**config.mk**
```make
export PLATFORM = sky130hd
export DESIGN_NAME = twm_timer
export DESIGN_NICKNAME = d
export VERILOG_FILES = /design/src/common/twm_pkg.sv /design/src/rtl/twm_compare_out.sv /design/src/rtl/twm_timer.sv
export VERILOG_INCLUDE_DIRS = /design/src /design/src/common
export SDC_FILE = /design/constraint.sdc
export NUM_CORES = 1
export LEC_CHECK = 0
export BUFFER_PORTS_ARGS = -buffer_cell sky130_fd_sc_hd__clkbuf_2
export CAP_MARGIN = 30
export CORE_UTILIZATION = 40
export CTS_BUF_LIST = sky130_fd_sc_hd__clkbuf_8
export DETAILED_ROUTE_END_ITERATION = 10
export SLEW_MARGIN = 40
export SYNTH_ARGS = -nofsm -noshare
export SYNTH_HDL_FRONTEND = slang
export SYNTH_HIERARCHICAL = 1
export SYNTH_SLANG_ARGS = --single-unit
export TNS_END_PERCENT = 50
```
**constraint.sdc**
```tcl
create_clock -name clk_sys_i -period 4.3 [get_ports clk_sys_i]
set_input_delay 0 -clock clk_sys_i [delete_from_list [all_inputs] [get_ports clk_sys_i]]
set_output_delay 0 -clock clk_sys_i [all_outputs]
set_load 0.03 [all_outputs]
```
**src/common/twm_defines.svh**
```systemverilog
// Register offsets, field positions, reset values and count limits of the
// 8-bit timer waveform-mode block.
// Assumes a 32-bit APB slave with one aligned word per register.
//
// How it works
// RULE1: Any nonzero channel A action bit hands the pin over to compare output A.
// RULE2: Software must also enable the pin's output driver outside this block.
// RULE3: Channel action fields are read according to the selected wave mode.
// RULE4: Non-PWM channel A: off, toggle, clear or set on match.
// RULE5: Fast PWM channel A 0/1: off unless top mode bit, then toggle.
// RULE6: Fast PWM channel A: 1/0 clear on match set at TOP; 1/1 inverse.
// RULE7: Phase PWM channel A 0/1: off unless top mode bit, then toggle.
// RULE8: Phase PWM channel A 1/0: clear on up match, set on down; 1/1 inverse.
// RULE9: PWM with compare equal TOP and high action bit: match ignored, TOP action kept.
// RULE10: Any nonzero channel B action bit hands the pin over to compare output B.
// RULE11: Non-PWM channel B: off, toggle, clear or set on match.
// RULE12: Fast PWM channel B: 0/1 reserved, 1/0 clear-match set-TOP, 1/1 inverse.
// RULE13: Phase PWM channel B: 0/1 reserved, 1/0 clear-up set-down, 1/1 inverse.
// RULE14: Control A bits 3 and 2 always read zero.
// RULE15: Two low mode bits plus top mode bit in control B select the mode.
// RULE16: Modes 0,1,2: TOP, compare update and overflow point as tabled.
// RULE17: Modes 3,5,7 as tabled; modes 4 and 6 reserved.
// RULE18: MAX is the all-ones 8-bit count.
// RULE19: Fast PWM counts up to TOP then clears to BOTTOM next tick.
// RULE20: Phase PWM counts up to TOP, holds one tick, counts down to BOTTOM. Here the counter goes from TOP to TOP-1 on the next tick, with no hold.
`ifndef TWM_DEFINES_SVH
`define TWM_DEFINES_SVH

// -------------------------------------------------------------------------
// Register byte offsets
// -------------------------------------------------------------------------
`define TWM_OFF_CTRL_A   12'h000
`define TWM_OFF_CTRL_B   12'h004
`define TWM_OFF_COUNT    12'h008
`define TWM_OFF_CMP_A    12'h00C
`define TWM_OFF_CMP_B    12'h010
`define TWM_OFF_FLAGS    12'h014

// -------------------------------------------------------------------------
// Field positions
// -------------------------------------------------------------------------
`define TWM_CA_OUT_A_MSB 7
`define TWM_CA_OUT_A_LSB 6
`define TWM_CA_OUT_B_MSB 5
`define TWM_CA_OUT_B_LSB 4
`define TWM_CA_WAVE_MSB  1
`define TWM_CA_WAVE_LSB  0
`define TWM_CB_TOP_BIT   3
`define TWM_CB_CLK_MSB   2
`define TWM_CB_CLK_LSB   0
`define TWM_FL_OVF       0
`define TWM_FL_MATCH_A   1
`define TWM_FL_MATCH_B   2

// -------------------------------------------------------------------------
// Reset values, write masks and count limits
// -------------------------------------------------------------------------
`define TWM_RST_BYTE     8'h00
`define TWM_CA_WMASK     8'hF3
`define TWM_CB_WMASK     8'h0F
`define TWM_FL_WMASK     8'h07
`define TWM_CNT_MAX      8'hFF
`define TWM_CNT_BOTTOM   8'h00

`endif

```
**src/common/twm_pkg.sv**
```systemverilog
// Types shared by the timer waveform-mode block and its output units.
// Assumes the constants of twm_defines.svh for all figures.
package twm_pkg;

  // -----------------------------------------------------------------------
  // Waveform kinds and overflow points
  // -----------------------------------------------------------------------
  typedef enum logic [1:0] {TWM_KIND_NORMAL, TWM_KIND_CTC, TWM_KIND_FAST, TWM_KIND_PHASE} twm_kind_t;
  typedef enum logic [1:0] {TWM_FLAG_MAX, TWM_FLAG_TOP, TWM_FLAG_BOTTOM} twm_flag_at_t;

  // Decoded wave mode
  typedef struct packed {
    twm_kind_t    kind;
    logic         top_from_a;
    logic         buffered;
    twm_flag_at_t flag_at;
  } twm_mode_t;

  // Per-channel events handed to an output unit
  typedef struct packed {
    twm_kind_t kind;
    logic      dir_up;
    logic      match;
    logic      top_evt;
    logic      val_eq_top;
  } twm_chan_evt_t;

endpackage : twm_pkg

```
**src/rtl/twm_compare_out.sv**
```systemverilog
// One compare output unit: turns match and TOP events into a pin level.
// Assumes events are one-cycle pulses from the counter in twm_timer.
`timescale 1ns/1ps
module twm_compare_out #(
  parameter bit IS_CHAN_A = 1'b1
) (
  // Clock and reset
  input  wire logic                   clk_sys_i,
  input  wire logic                   srst_i,
  // Events and configuration
  input  wire twm_pkg::twm_chan_evt_t evt_i,
  input  wire logic [1:0]             action_i,
  input  wire logic                   top_bit_i,
  // Pin side
  output logic                        out_o,
  output logic                        override_o
);

  logic out_reg;
  logic out_next;
  logic pwm;
  logic ignore_match;
  logic toggle_ok;

  // PWM kinds drop a match at TOP when the high action bit is set
  assign pwm          = (evt_i.kind == twm_pkg::TWM_KIND_FAST) || (evt_i.kind == twm_pkg::TWM_KIND_PHASE);
  assign ignore_match = pwm & evt_i.val_eq_top & action_i[1]; // [RULE9]
  // Toggle in PWM only for channel A with top mode bit; B treats it as reserved
  assign toggle_ok    = IS_CHAN_A & top_bit_i; // [RULE5] [RULE7] [RULE12] [RULE13]

  // Next output level by kind and action
  always_comb
  begin
    out_next = out_reg;
    case (evt_i.kind) // [RULE3]
      twm_pkg::TWM_KIND_NORMAL, twm_pkg::TWM_KIND_CTC:
      begin
        if (evt_i.match && action_i == 2'b01)
          out_next = ~out_reg; // [RULE4] [RULE11]
        else if (evt_i.match && action_i[1])
          out_next = action_i[0]; // [RULE4] [RULE11]
      end
      twm_pkg::TWM_KIND_FAST:
      begin
        if (action_i == 2'b01)
        begin
          if (evt_i.match && toggle_ok)
            out_next = ~out_reg; // [RULE5]
        end
        else if (action_i[1] && evt_i.top_evt)
          out_next = ~action_i[0]; // [RULE6] [RULE12]
        else if (action_i[1] && evt_i.match && !ignore_match)
          out_next = action_i[0]; // [RULE6] [RULE12]
      end
      twm_pkg::TWM_KIND_PHASE:
      begin
        if (action_i == 2'b01)
        begin
          if (evt_i.match && toggle_ok)
            out_next = ~out_reg; // [RULE7]
        end
        else if (action_i[1] && evt_i.top_evt && ignore_match)
          out_next = ~action_i[0]; // [RULE9]
        else if (action_i[1] && evt_i.match && !ignore_match)
          out_next = evt_i.dir_up ? action_i[0] : ~action_i[0]; // [RULE8] [RULE13]
      end
      default: out_next = out_reg;
    endcase
  end

  // Output level register
  always_ff @(posedge clk_sys_i)
  begin
    if (srst_i)
      out_reg <= 1'b0;
    else
      out_reg <= out_next;
  end

  assign out_o      = out_reg;
  assign override_o = |action_i; // [RULE1] [RULE10]

  // Checks
  nonpwm_toggle_a: assert property (@(posedge clk_sys_i) disable iff (srst_i) // [RULE4]
    (evt_i.kind == twm_pkg::TWM_KIND_NORMAL && action_i == 2'b01 && evt_i.match) |=> (out_o != $past(out_o)))
    else $error("toggle on match missing");
  fast_top_set_a: assert property (@(posedge clk_sys_i) disable iff (srst_i) // [RULE6]
    (evt_i.kind == twm_pkg::TWM_KIND_FAST && action_i == 2'b10 && evt_i.top_evt) |=> out_o)
    else $error("fast pwm not set at top");
  phase_down_set_a: assert property (@(posedge clk_sys_i) disable iff (srst_i) // [RULE8]
    (evt_i.kind == twm_pkg::TWM_KIND_PHASE && action_i == 2'b10 && evt_i.match && !evt_i.dir_up
     && !evt_i.val_eq_top) |=> out_o)
    else $error("phase pwm not set on down match");

endmodule : twm_compare_out

```
**src/rtl/twm_timer.sv**
```systemverilog
// Timer waveform-mode block: APB registers, 8-bit counter and two compare
// outputs whose pin override follows the channel action fields.
// Assumes an APB master on clk_sys_i; pin direction is set outside.
//
// Added by the designer: the placing of the registers and the APB register port.
`timescale 1ns/1ps
`include "twm_defines.svh"
module twm_timer #(
  parameter int ADDR_W = 12
) (
  // Clock and reset
  input  wire logic              clk_sys_i,
  input  wire logic              srst_i,
  // APB slave
  input  wire logic              psel,
  input  wire logic              penable,
  input  wire logic              pwrite,
  input  wire logic [ADDR_W-1:0] paddr,
  input  wire logic [31:0]       pwdata,
  output logic [31:0]            prdata,
  output logic                   pready,
  output logic                   pslverr,
  // Compare output pins
  output logic                   compare_out_a_o,
  output logic                   compare_out_a_override_o,
  output logic                   compare_out_b_o,
  output logic                   compare_out_b_override_o
);

  // -----------------------------------------------------------------------
  // Declarations
  // -----------------------------------------------------------------------
  logic [7:0]         ctrl_a_reg;
  logic [7:0]         ctrl_b_reg;
  logic [7:0]         count_reg;
  logic [7:0]         count_next;
  logic [7:0]         cmp_a_buf_reg;
  logic [7:0]         cmp_b_buf_reg;
  logic [7:0]         cmp_a_act_reg;
  logic [7:0]         cmp_b_act_reg;
  logic [2:0]         flags_reg;
  logic               dir_up_reg;
  logic               dir_up_next;
  logic               block_reg;
  logic [31:0]        prdata_reg;
  logic [7:0]         top_val;
  logic               tick;
  logic               at_top;
  logic               at_max;
  logic               at_bottom_down;
  logic               match_a;
  logic               match_b;
  logic               ovf_evt;
  logic               wr_en;
  logic               addr_hit;
  logic               count_wr;
  twm_pkg::twm_mode_t mode;
  twm_pkg::twm_chan_evt_t evt_a;
  twm_pkg::twm_chan_evt_t evt_b;

  // -----------------------------------------------------------------------
  // Helpers
  // -----------------------------------------------------------------------

  // Wave mode decode: mode number to kind, TOP source, update and flag point
  function automatic twm_pkg::twm_mode_t decode_mode(input logic [2:0] wm);
    twm_pkg::twm_mode_t m;
    m.kind       = twm_pkg::TWM_KIND_NORMAL;
    m.top_from_a = 1'b0;
    m.buffered   = 1'b0;
    m.flag_at    = twm_pkg::TWM_FLAG_MAX;
    case (wm) // [RULE15]
      3'd0: m.kind = twm_pkg::TWM_KIND_NORMAL; // [RULE16]
      3'd1:
      begin
        m.kind     = twm_pkg::TWM_KIND_PHASE; // [RULE16]
        m.buffered = 1'b1;
        m.flag_at  = twm_pkg::TWM_FLAG_BOTTOM;
      end
      3'd2:
      begin
        m.kind       = twm_pkg::TWM_KIND_CTC; // [RULE16]
        m.top_from_a = 1'b1;
      end
      3'd3:
      begin
        m.kind     = twm_pkg::TWM_KIND_FAST; // [RULE17]
        m.buffered = 1'b1;
      end
      3'd5:
      begin
        m.kind       = twm_pkg::TWM_KIND_PHASE; // [RULE17]
        m.top_from_a = 1'b1;
        m.buffered   = 1'b1;
        m.flag_at    = twm_pkg::TWM_FLAG_BOTTOM;
      end
      3'd7:
      begin
        m.kind       = twm_pkg::TWM_KIND_FAST; // [RULE17]
        m.top_from_a = 1'b1;
        m.buffered   = 1'b1;
        m.flag_at    = twm_pkg::TWM_FLAG_TOP;
      end
      // Reserved codes 4 and 6 fall back to plain counting, never stall
      default: m.kind = twm_pkg::TWM_KIND_NORMAL; // [RULE17]
    endcase
    return m;
  endfunction : decode_mode

  // Register address match
  function automatic logic is_reg(input logic [ADDR_W-1:0] a, input logic [11:0] off);
    return a == ADDR_W'(off);
  endfunction : is_reg

  // -----------------------------------------------------------------------
  // APB slave
  // -----------------------------------------------------------------------

  // Decode; zero wait states, unmapped addresses answer with pslverr
  assign addr_hit = is_reg(paddr, `TWM_OFF_CTRL_A) || is_reg(paddr, `TWM_OFF_CTRL_B)
                 || is_reg(paddr, `TWM_OFF_COUNT)  || is_reg(paddr, `TWM_OFF_CMP_A)
                 || is_reg(paddr, `TWM_OFF_CMP_B)  || is_reg(paddr, `TWM_OFF_FLAGS);
  assign wr_en    = psel & penable & pwrite & addr_hit;
  assign count_wr = wr_en & is_reg(paddr, `TWM_OFF_COUNT);
  assign pready   = 1'b1;
  assign pslverr  = psel & penable & ~addr_hit;
  assign prdata   = prdata_reg;

  // Read data captured in the setup cycle so it leaves a flip-flop
  always_ff @(posedge clk_sys_i)
  begin
    if (srst_i)
      prdata_reg <= 32'h0000_0000;
    else if (psel && !penable && !pwrite)
    begin
      prdata_reg <= 32'h0000_0000;
      if (is_reg(paddr, `TWM_OFF_CTRL_A))
        prdata_reg[7:0] <= ctrl_a_reg & `TWM_CA_WMASK; // [RULE14]
      else if (is_reg(paddr, `TWM_OFF_CTRL_B))
        prdata_reg[7:0] <= ctrl_b_reg;
      else if (is_reg(paddr, `TWM_OFF_COUNT))
        prdata_reg[7:0] <= count_reg;
      else if (is_reg(paddr, `TWM_OFF_CMP_A))
        prdata_reg[7:0] <= cmp_a_buf_reg;
      else if (is_reg(paddr, `TWM_OFF_CMP_B))
        prdata_reg[7:0] <= cmp_b_buf_reg;
      else if (is_reg(paddr, `TWM_OFF_FLAGS))
        prdata_reg[2:0] <= flags_reg;
    end
  end

  // Control registers; reserved bits never stored
  always_ff @(posedge clk_sys_i)
  begin
    if (srst_i)
    begin
      ctrl_a_reg <= `TWM_RST_BYTE;
      ctrl_b_reg <= `TWM_RST_BYTE;
    end
    else if (wr_en && is_reg(paddr, `TWM_OFF_CTRL_A))
      ctrl_a_reg <= pwdata[7:0] & `TWM_CA_WMASK; // [RULE14]
    else if (wr_en && is_reg(paddr, `TWM_OFF_CTRL_B))
      ctrl_b_reg <= pwdata[7:0] & `TWM_CB_WMASK;
  end

  // Mode from two low bits plus the top bit of control B
  assign mode = decode_mode({ctrl_b_reg[`TWM_CB_TOP_BIT], ctrl_a_reg[`TWM_CA_WAVE_MSB:`TWM_CA_WAVE_LSB]}); // [RULE15]

  // -----------------------------------------------------------------------
  // Compare values
  // -----------------------------------------------------------------------

  // Software-facing buffers
  always_ff @(posedge clk_sys_i)
  begin
    if (srst_i)
    begin
      cmp_a_buf_reg <= `TWM_RST_BYTE;
      cmp_b_buf_reg <= `TWM_RST_BYTE;
    end
    else if (wr_en && is_reg(paddr, `TWM_OFF_CMP_A))
      cmp_a_buf_reg <= pwdata[7:0];
    else if (wr_en && is_reg(paddr, `TWM_OFF_CMP_B))
      cmp_b_buf_reg <= pwdata[7:0];
  end

  // Active values: follow at once, or only at TOP in PWM to avoid glitches
  always_ff @(posedge clk_sys_i)
  begin
    if (srst_i)
    begin
      cmp_a_act_reg <= `TWM_RST_BYTE;
      cmp_b_act_reg <= `TWM_RST_BYTE;
    end
    else if (!mode.buffered || (tick && at_top)) // [RULE16]
    begin
      cmp_a_act_reg <= cmp_a_buf_reg;
      cmp_b_act_reg <= cmp_b_buf_reg;
    end
  end

  // -----------------------------------------------------------------------
  // Counter
  // -----------------------------------------------------------------------

  // Nonzero clock select runs the counter every cycle; no prescaler here
  assign tick           = |ctrl_b_reg[`TWM_CB_CLK_MSB:`TWM_CB_CLK_LSB];
  assign top_val        = mode.top_from_a ? cmp_a_act_reg : `TWM_CNT_MAX; // [RULE16] [RULE17]
  assign at_top         = count_reg == top_val;
  assign at_max         = count_reg == `TWM_CNT_MAX; // [RULE18]
  assign at_bottom_down = (count_reg == `TWM_CNT_BOTTOM) && !dir_up_reg;

  // Count sequence per kind
  always_comb
  begin
    count_next  = count_reg;
    dir_up_next = (mode.kind == twm_pkg::TWM_KIND_PHASE) ? dir_up_reg : 1'b1; // Single slope always counts up
    case (mode.kind)
      twm_pkg::TWM_KIND_NORMAL: count_next = count_reg + 8'h01;
      twm_pkg::TWM_KIND_CTC, twm_pkg::TWM_KIND_FAST:
        count_next = at_top ? `TWM_CNT_BOTTOM : count_reg + 8'h01; // [RULE19]
      twm_pkg::TWM_KIND_PHASE:
      begin
        if (dir_up_reg && at_top)
        begin
          dir_up_next = 1'b0; // [RULE20]
          count_next  = count_reg - 8'h01;
        end
        else if (at_bottom_down)
        begin
          dir_up_next = 1'b1; // [RULE20]
          count_next  = count_reg + 8'h01;
        end
        else
          count_next = dir_up_reg ? count_reg + 8'h01 : count_reg - 8'h01;
      end
      default: count_next = count_reg;
    endcase
  end

  // Counter register; a software write wins over the tick
  always_ff @(posedge clk_sys_i)
  begin
    if (srst_i)
    begin
      count_reg  <= `TWM_RST_BYTE;
      dir_up_reg <= 1'b1;
    end
    else if (count_wr)
      count_reg <= pwdata[7:0];
    else if (tick)
    begin
      count_reg  <= count_next;
      dir_up_reg <= dir_up_next;
    end
  end

  // Match blocked on the tick after a count write, as software expects
  always_ff @(posedge clk_sys_i)
  begin
    if (srst_i)
      block_reg <= 1'b0;
    else if (count_wr)
      block_reg <= 1'b1;
    else if (tick)
      block_reg <= 1'b0;
  end

  // -----------------------------------------------------------------------
  // Events and flags
  // -----------------------------------------------------------------------
  assign match_a = tick & ~block_reg & ~count_wr & (count_reg == cmp_a_act_reg);
  assign match_b = tick & ~block_reg & ~count_wr & (count_reg == cmp_b_act_reg);

  // Overflow point chosen by mode
  always_comb
  begin
    case (mode.flag_at)
      twm_pkg::TWM_FLAG_MAX:    ovf_evt = tick & ~count_wr & at_max; // [RULE16] [RULE18]
      twm_pkg::TWM_FLAG_TOP:    ovf_evt = tick & ~count_wr & at_top; // [RULE17]
      twm_pkg::TWM_FLAG_BOTTOM: ovf_evt = tick & ~count_wr & at_bottom_down; // [RULE16]
      default:                  ovf_evt = 1'b0;
    endcase
  end

  // Sticky flags, write one to clear; a new event beats the clear
  always_ff @(posedge clk_sys_i)
  begin
    if (srst_i)
      flags_reg <= 3'b000;
    else
    begin
      if (wr_en && is_reg(paddr, `TWM_OFF_FLAGS))
        flags_reg <= (flags_reg & ~pwdata[2:0]) | {match_b, match_a, ovf_evt};
      else
        flags_reg <= flags_reg | {match_b, match_a, ovf_evt};
    end
  end

  // -----------------------------------------------------------------------
  // Compare output units
  // -----------------------------------------------------------------------
  assign evt_a = '{kind: mode.kind, dir_up: dir_up_reg, match: match_a,
                   top_evt: tick & ~count_wr & at_top & dir_up_reg, val_eq_top: cmp_a_act_reg == top_val};
  assign evt_b = '{kind: mode.kind, dir_up: dir_up_reg, match: match_b,
                   top_evt: tick & ~count_wr & at_top & dir_up_reg, val_eq_top: cmp_b_act_reg == top_val};

  // Channel A
  twm_compare_out #(.IS_CHAN_A(1'b1)) u_out_a (
    .clk_sys_i  (clk_sys_i),
    .srst_i     (srst_i),
    .evt_i      (evt_a),
    .action_i   (ctrl_a_reg[`TWM_CA_OUT_A_MSB:`TWM_CA_OUT_A_LSB]),
    .top_bit_i  (ctrl_b_reg[`TWM_CB_TOP_BIT]),
    .out_o      (compare_out_a_o),
    .override_o (compare_out_a_override_o) // [RULE1] [RULE2]
  );

  // Channel B
  twm_compare_out #(.IS_CHAN_A(1'b0)) u_out_b (
    .clk_sys_i  (clk_sys_i),
    .srst_i     (srst_i),
    .evt_i      (evt_b),
    .action_i   (ctrl_a_reg[`TWM_CA_OUT_B_MSB:`TWM_CA_OUT_B_LSB]),
    .top_bit_i  (ctrl_b_reg[`TWM_CB_TOP_BIT]),
    .out_o      (compare_out_b_o),
    .override_o (compare_out_b_override_o) // [RULE10]
  );

  // -----------------------------------------------------------------------
  // Checks
  // -----------------------------------------------------------------------
  ctrl_rsv_zero_a: assert property (@(posedge clk_sys_i) disable iff (srst_i) // [RULE14]
    (psel && !penable && !pwrite && is_reg(paddr, `TWM_OFF_CTRL_A)) |=> (prdata[3:2] == 2'b00))
    else $error("reserved control bits read nonzero");
  pin_override_a: assert property (@(posedge clk_sys_i) disable iff (srst_i) // [RULE1]
    compare_out_a_override_o == (ctrl_a_reg[7:6] != 2'b00))
    else $error("channel a override mismatch");
  pin_override_b_a: assert property (@(posedge clk_sys_i) disable iff (srst_i) // [RULE10]
    compare_out_b_override_o == (ctrl_a_reg[5:4] != 2'b00))
    else $error("channel b override mismatch");
  fast_wrap_a: assert property (@(posedge clk_sys_i) disable iff (srst_i) // [RULE19]
    (mode.kind == twm_pkg::TWM_KIND_FAST && tick && at_top && !count_wr) |=> (count_reg == 8'h00))
    else $error("fast pwm did not clear after top");
  phase_turn_a: assert property (@(posedge clk_sys_i) disable iff (srst_i) // [RULE20]
    (mode.kind == twm_pkg::TWM_KIND_PHASE && tick && at_top && dir_up_reg && !count_wr && top_val != 8'h00)
    |=> (!dir_up_reg && count_reg == $past(count_reg) - 8'h01))
    else $error("phase pwm did not turn at top");
  ovf_max_a: assert property (@(posedge clk_sys_i) disable iff (srst_i) // [RULE18]
    (mode.kind == twm_pkg::TWM_KIND_NORMAL && tick && count_reg == 8'hFF && !count_wr)
    |=> (flags_reg[0] && count_reg == 8'h00))
    else $error("overflow at max missing");
  ovf_bottom_a: assert property (@(posedge clk_sys_i) disable iff (srst_i) // [RULE16]
    (mode.flag_at == twm_pkg::TWM_FLAG_BOTTOM && tick && at_bottom_down && !count_wr) |=> flags_reg[0])
    else $error("overflow at bottom missing");
  cmp_hold_a: assert property (@(posedge clk_sys_i) disable iff (srst_i) // [RULE17]
    (mode.buffered && !(tick && at_top) && $stable(mode)) |=> $stable(cmp_a_act_reg))
    else $error("buffered compare changed away from top");
  cover_fast_pwm: cover property (@(posedge clk_sys_i) disable iff (srst_i)
    mode.kind == twm_pkg::TWM_KIND_FAST && evt_a.top_evt);
  cover_phase_turn: cover property (@(posedge clk_sys_i) disable iff (srst_i)
    mode.kind == twm_pkg::TWM_KIND_PHASE && at_bottom_down && tick);
  cover_ctc_match: cover property (@(posedge clk_sys_i) disable iff (srst_i)
    mode.kind == twm_pkg::TWM_KIND_CTC && match_a);

endmodule : twm_timer

```
Yosys cells after proc, flatten, opt, wreduce, memory -nomap -nowiden
Index checks and enable logic that the tools add are counted.
Word-level totals
  memories: 0
  memory bits (read-only): 0
  RAM bits: 0
  register bits: 65
  latch bits: 0
  input port bits: 49
Operators by class
  bitwise gates (word level): 31
  multiplexer cells: 48
  divide/modulo/power cells: 0
  reduce and logical (&&, ||, !) cells: 53
  equality and inequality tests: 31
  shifts and indexed selects: 0
  magnitude comparators: 0
  multipliers: 0
  add/sub/neg operators: 2
Operators by type and width (number)
  $mux 8: 11
  $eq 8x8->1: 5
  $mux 1: 27
  $eq 12x4->1 const B: 2
  $eq 12x5->1 const B: 2
  $pmux 8 s3: 1
  $logic_and 1x1->1: 21
  $and 1x1->1: 18
  $eq 12x3->1 const B: 1
  $logic_not 12->1: 1
  $ne 3x1->1 const B: 4
  $reduce_or 2->1: 6
  $mux 3: 3
  $not 1->1: 9
  $pmux 1 s3: 3
  $add 8x1->8 const B: 1
  $eq 2x1->1 const B: 4
  $eq 8x8->1 const B: 1
  $logic_not 8->1: 1
  $sub 8x1->8 const B: 1
  $logic_or 1x1->1: 7
  $eq 2x2->1 const B: 3
  $eq 3x2->1 const B: 2
  $eq 3x3->1 const B: 2
  other kinds (18): 29

Longest topological paths before layout
  word-level depth: 17
  depth in mapped cells: 12
  gate-level depth less buffers: 11

Cells and area by module
The synthesis kept the hierarchy.
By module, submodules not included
  twm_timer: sequential area each 1261.2 µm², instances 1, cells an instance 495, area each 4037.6 µm²
  twm_compare_out (u_out_a): sequential area each 20.0 µm², instances 1, cells an instance 27, area each 201.4 µm²
  twm_compare_out (u_out_b): sequential area each 20.0 µm², instances 1, cells an instance 22, area each 147.6 µm²

Worst setup path after synthesis
OpenSTA, ideal clock, no wires.
  path type: in2reg
  start: input port paddr[0]
  end: register u_out_a.out_reg, in the netlist u_out_a/out_o
  slack: 1.662 ns
  cell stages on the path: 11
  arrival: 2.517 ns
  path buffers: 0
  path through: or4_1 nor4_2 nand2_1 nor2_1 nor2_1 and3_1 and3b_1 o31a_1 o221ai_1 and3_1 o41ai_2
RTL lines
  start, declared: RTL line twm_timer.sv:18  | input wire logic [ADDR_W-1:0] paddr,
  end signal, assigned: RTL line twm_compare_out.sv:77  | out_reg <= out_next;
  end, declared: RTL line twm_compare_out.sv:19  | logic out_reg;

==> run metrics <==
Synth Flop Type=dfxtp_1; setup violators final=0; largest net degree at the start of global routing=43; Routed WL per cell=17.2 µm; synth top area cells=dfxtp_1, mux2i_1, nor2_1, buf_4, a21oi_1; critical path startpoint=paddr[0]; number of max-cap violations=0; clock-pin slew on the worst setup and hold paths=70 ps; Area after DPL=4610 µm²; GR Overflow Total=0; Final HPWL DP=8840 µm; Lkg Pwr=2.02 nW; Yosys top cell area share=29.7%; total length of routed wires=12300 µm; crit path capture=u_out_a/out_o; Final Hold Fails=0; reg-to-reg endpoint=u_out_a/out_o; Total Die Area=11400 µm²; layout cells sized above 1=16.6%; CTS sink count=65; Root Buffer=clkbuf_8; Critical Path RT=4520 ps; Async SR Flop Fraction=0%; initial antenna violation count=0; crit path DAT=3480 ps; ANT cells=0; GP Congestion=0.862; flop and latch count out of synthesis=65; chip width=107 µm; CP Class=in2reg; Rows=37; antenna viol nets, final=0; # DRC=0; TritonCTS clock tree=done; Worst-Margin Slew=827 ps; Die Height=107 µm; Max clock buf depth=2; post-synthesis sequential area ratio=29.7%; clock skew=10.6 ps; hold_sp=pwdata[0]; GRT Util Overall=22.5%; routed vias=4032; initial core utilization=41.9%; status=completed; FF-to-FF Start=count_reg[1]; Peak Freq=307 MHz; Tcrit/Tclk final=75.8%; Placed Cells incl. Taps=694; r2r setup slk=1210 ps; Via density=5.65; fin cells=714; htree depth=3; nets@finish=626; first-pass iteration count of the detailed router=5; vias in the first global route=3695; IO Count=87; Power Total=1.25 mW; global-route wire length before repair=19700 µm; clk_lat worst skew=360 ps; post-route core utilization=46.4%; Worst VDD drop=193 µV; initial DRC count=315; fin. max-slew vios=0; Fill cells=1025; P&R area growth vs syn=10.6%; Cell Area, Synth=4390 µm²; Yosys top cell by area=dfxtp_1; TNS Setup=0 ps; Worst slew margin=44.5%; TritonCTS Buffers=9; Worst Hold Class=in2reg; final instance area=4850 µm²; Crit. End Element=flop; minimum clock period=3260 ps; PortBufs=37; Worst R2R Path Depth=11; pwr/cell area=258 nW/µm²; CP Max Fanout=9; setup repair after global routing missed its margin=false; Setup crit start kind=input port; Synth cell types=75; post-synthesis cell count=544; number of synthesized flops with an enable pin=0; core region area=10500 µm²; Warnings, synthesis=6; Post-Syn Area per Cell=8.06 µm²
## final cells by class
class / count / area (µm²) / area share (%)
Inverter: 13 / 48.8 / 1.01
Tap cell: 136 / 170 / 3.51
Clock inverter: 6 / 67.6 / 1.39
Multi-Input combinational cell: 433 / 2820 / 58.2
Timing Repair Buffer: 52 / 314 / 6.48
Sequential cell: 65 / 1300 / 26.8
Clock buffer: 9 / 124 / 2.55
## how the worst min path moves through the flow
stage                  endpoint  slack, ps  cells past startpoint
6_report           count_reg[0]         30                      3
5_1_grt        cmp_b_buf_reg[1]         40                      3
4_1_cts            count_reg[0]         20                      3
3_5_place_dp   cmp_a_buf_reg[3]        360                      3
3_3_place_gp      ctrl_a_reg[4]        360                      3
2_1_floorplan     u_out_b/out_o         70                      1
## what timing repair did
| item | in CTS | in global routing |
|---|---|---|
| buffers inserted | 0 | 0 |
| hold buffers | 5 | 0 |
| endpoints found under the hold margin | 12 | 0 |
| gates resized for setup | 0 | 0 |
## Yosys cell counts, types with 13 or more instances
cell and instances:
nor2_1 81, dfxtp_1 65, mux2i_1 51, nand2_1 33, buf_4 26, a21oi_1 25
clkbuf_1 23, nor3_1 20, o21ai_0 19, nand3_1 16, inv_1 13
## per-layer routing
metal | vias up | global-route usage [%] | wire length [µm]
li1 | 1944 | - | -
met1 | 1927 | 30.7 | 5510
met2 | 143 | 35.5 | 5660
met3 | 18 | 4.80 | 898
met4 | 0 | 6.26 | 201
met5 | - | 0 | 0
## kinds of logic (layout without fill, tap and decap cells)
family | count (synthesis) | in the layout | share of synthesized area [%]
other | 2 | 25 | 0.171
multiplexers | 57 | 57 | 13.2
XOR/XNOR | 23 | 23 | 4.76
AND/OR/NAND/NOR | 216 | 216 | 24.6
buffers and inverters | 69 | 80 | 8.27
flip-flops | 65 | 65 | 29.7
AO/OA/AOI/OAI | 109 | 109 | 18.5
adder cells (fa/ha/maj) | 3 | 3 | 0.856
## metrics by stage
stage / hold slack (ps) / worst slack (ps)
floorplan: 72.1 / 1660
global placement: 358 / 876
detailed placement: 364 / 722
CTS: 17.1 / 1090
global route: 36.9 / 724
finish: 30.3 / 1040
## critical path: stages
cell,delay (ps)
clkbuf_2,70
or4_1,570
nor4_2,550
nand2_1,270
nor2_1,620
nor2_1,140
and3_1,290
and3b_1,200
o31a_1,270
o221ai_1,220
and3_1,210
o41ai_2,70
## power by group
| group | internal [mW] | switching, mW | total (mW) |
|---|---|---|---|
| sequential | 0.606 | 0.00602 | 0.612 |
| combinational | 0.0287 | 0.0802 | 0.109 |
| clock | 0.267 | 0.262 | 0.529 |
| total | 0.902 | 0.348 | 1.25 |
## placed cells by master, fill, tap and decap left out, drive strengths merged, types with 3 or more instances in the layout
cell type     n
buf          10
xor2         11
xnor2        12
o31ai         3
mux2i        51
a31o          3
a221oi        5
a311oi        3
a21oi        26
nand2b       12
nand3b        3
a211oi        5
a31oi         3
o211ai        6
inv          15
or2           5
a22oi         8
conb         25
nor3         21
nand4         4
nand3        16
and3          7
nor2         82
o21ai        20
clkbuf       46
nor3b         6
or3           5
nor4          3
and2          7
dlygate4sd3   5
o221ai        3
o22ai        10
ha            3
dfxtp        65
mux2          6
nand2        33
nor2b         5
Note: power is estimated with default switching activity, not from simulation.
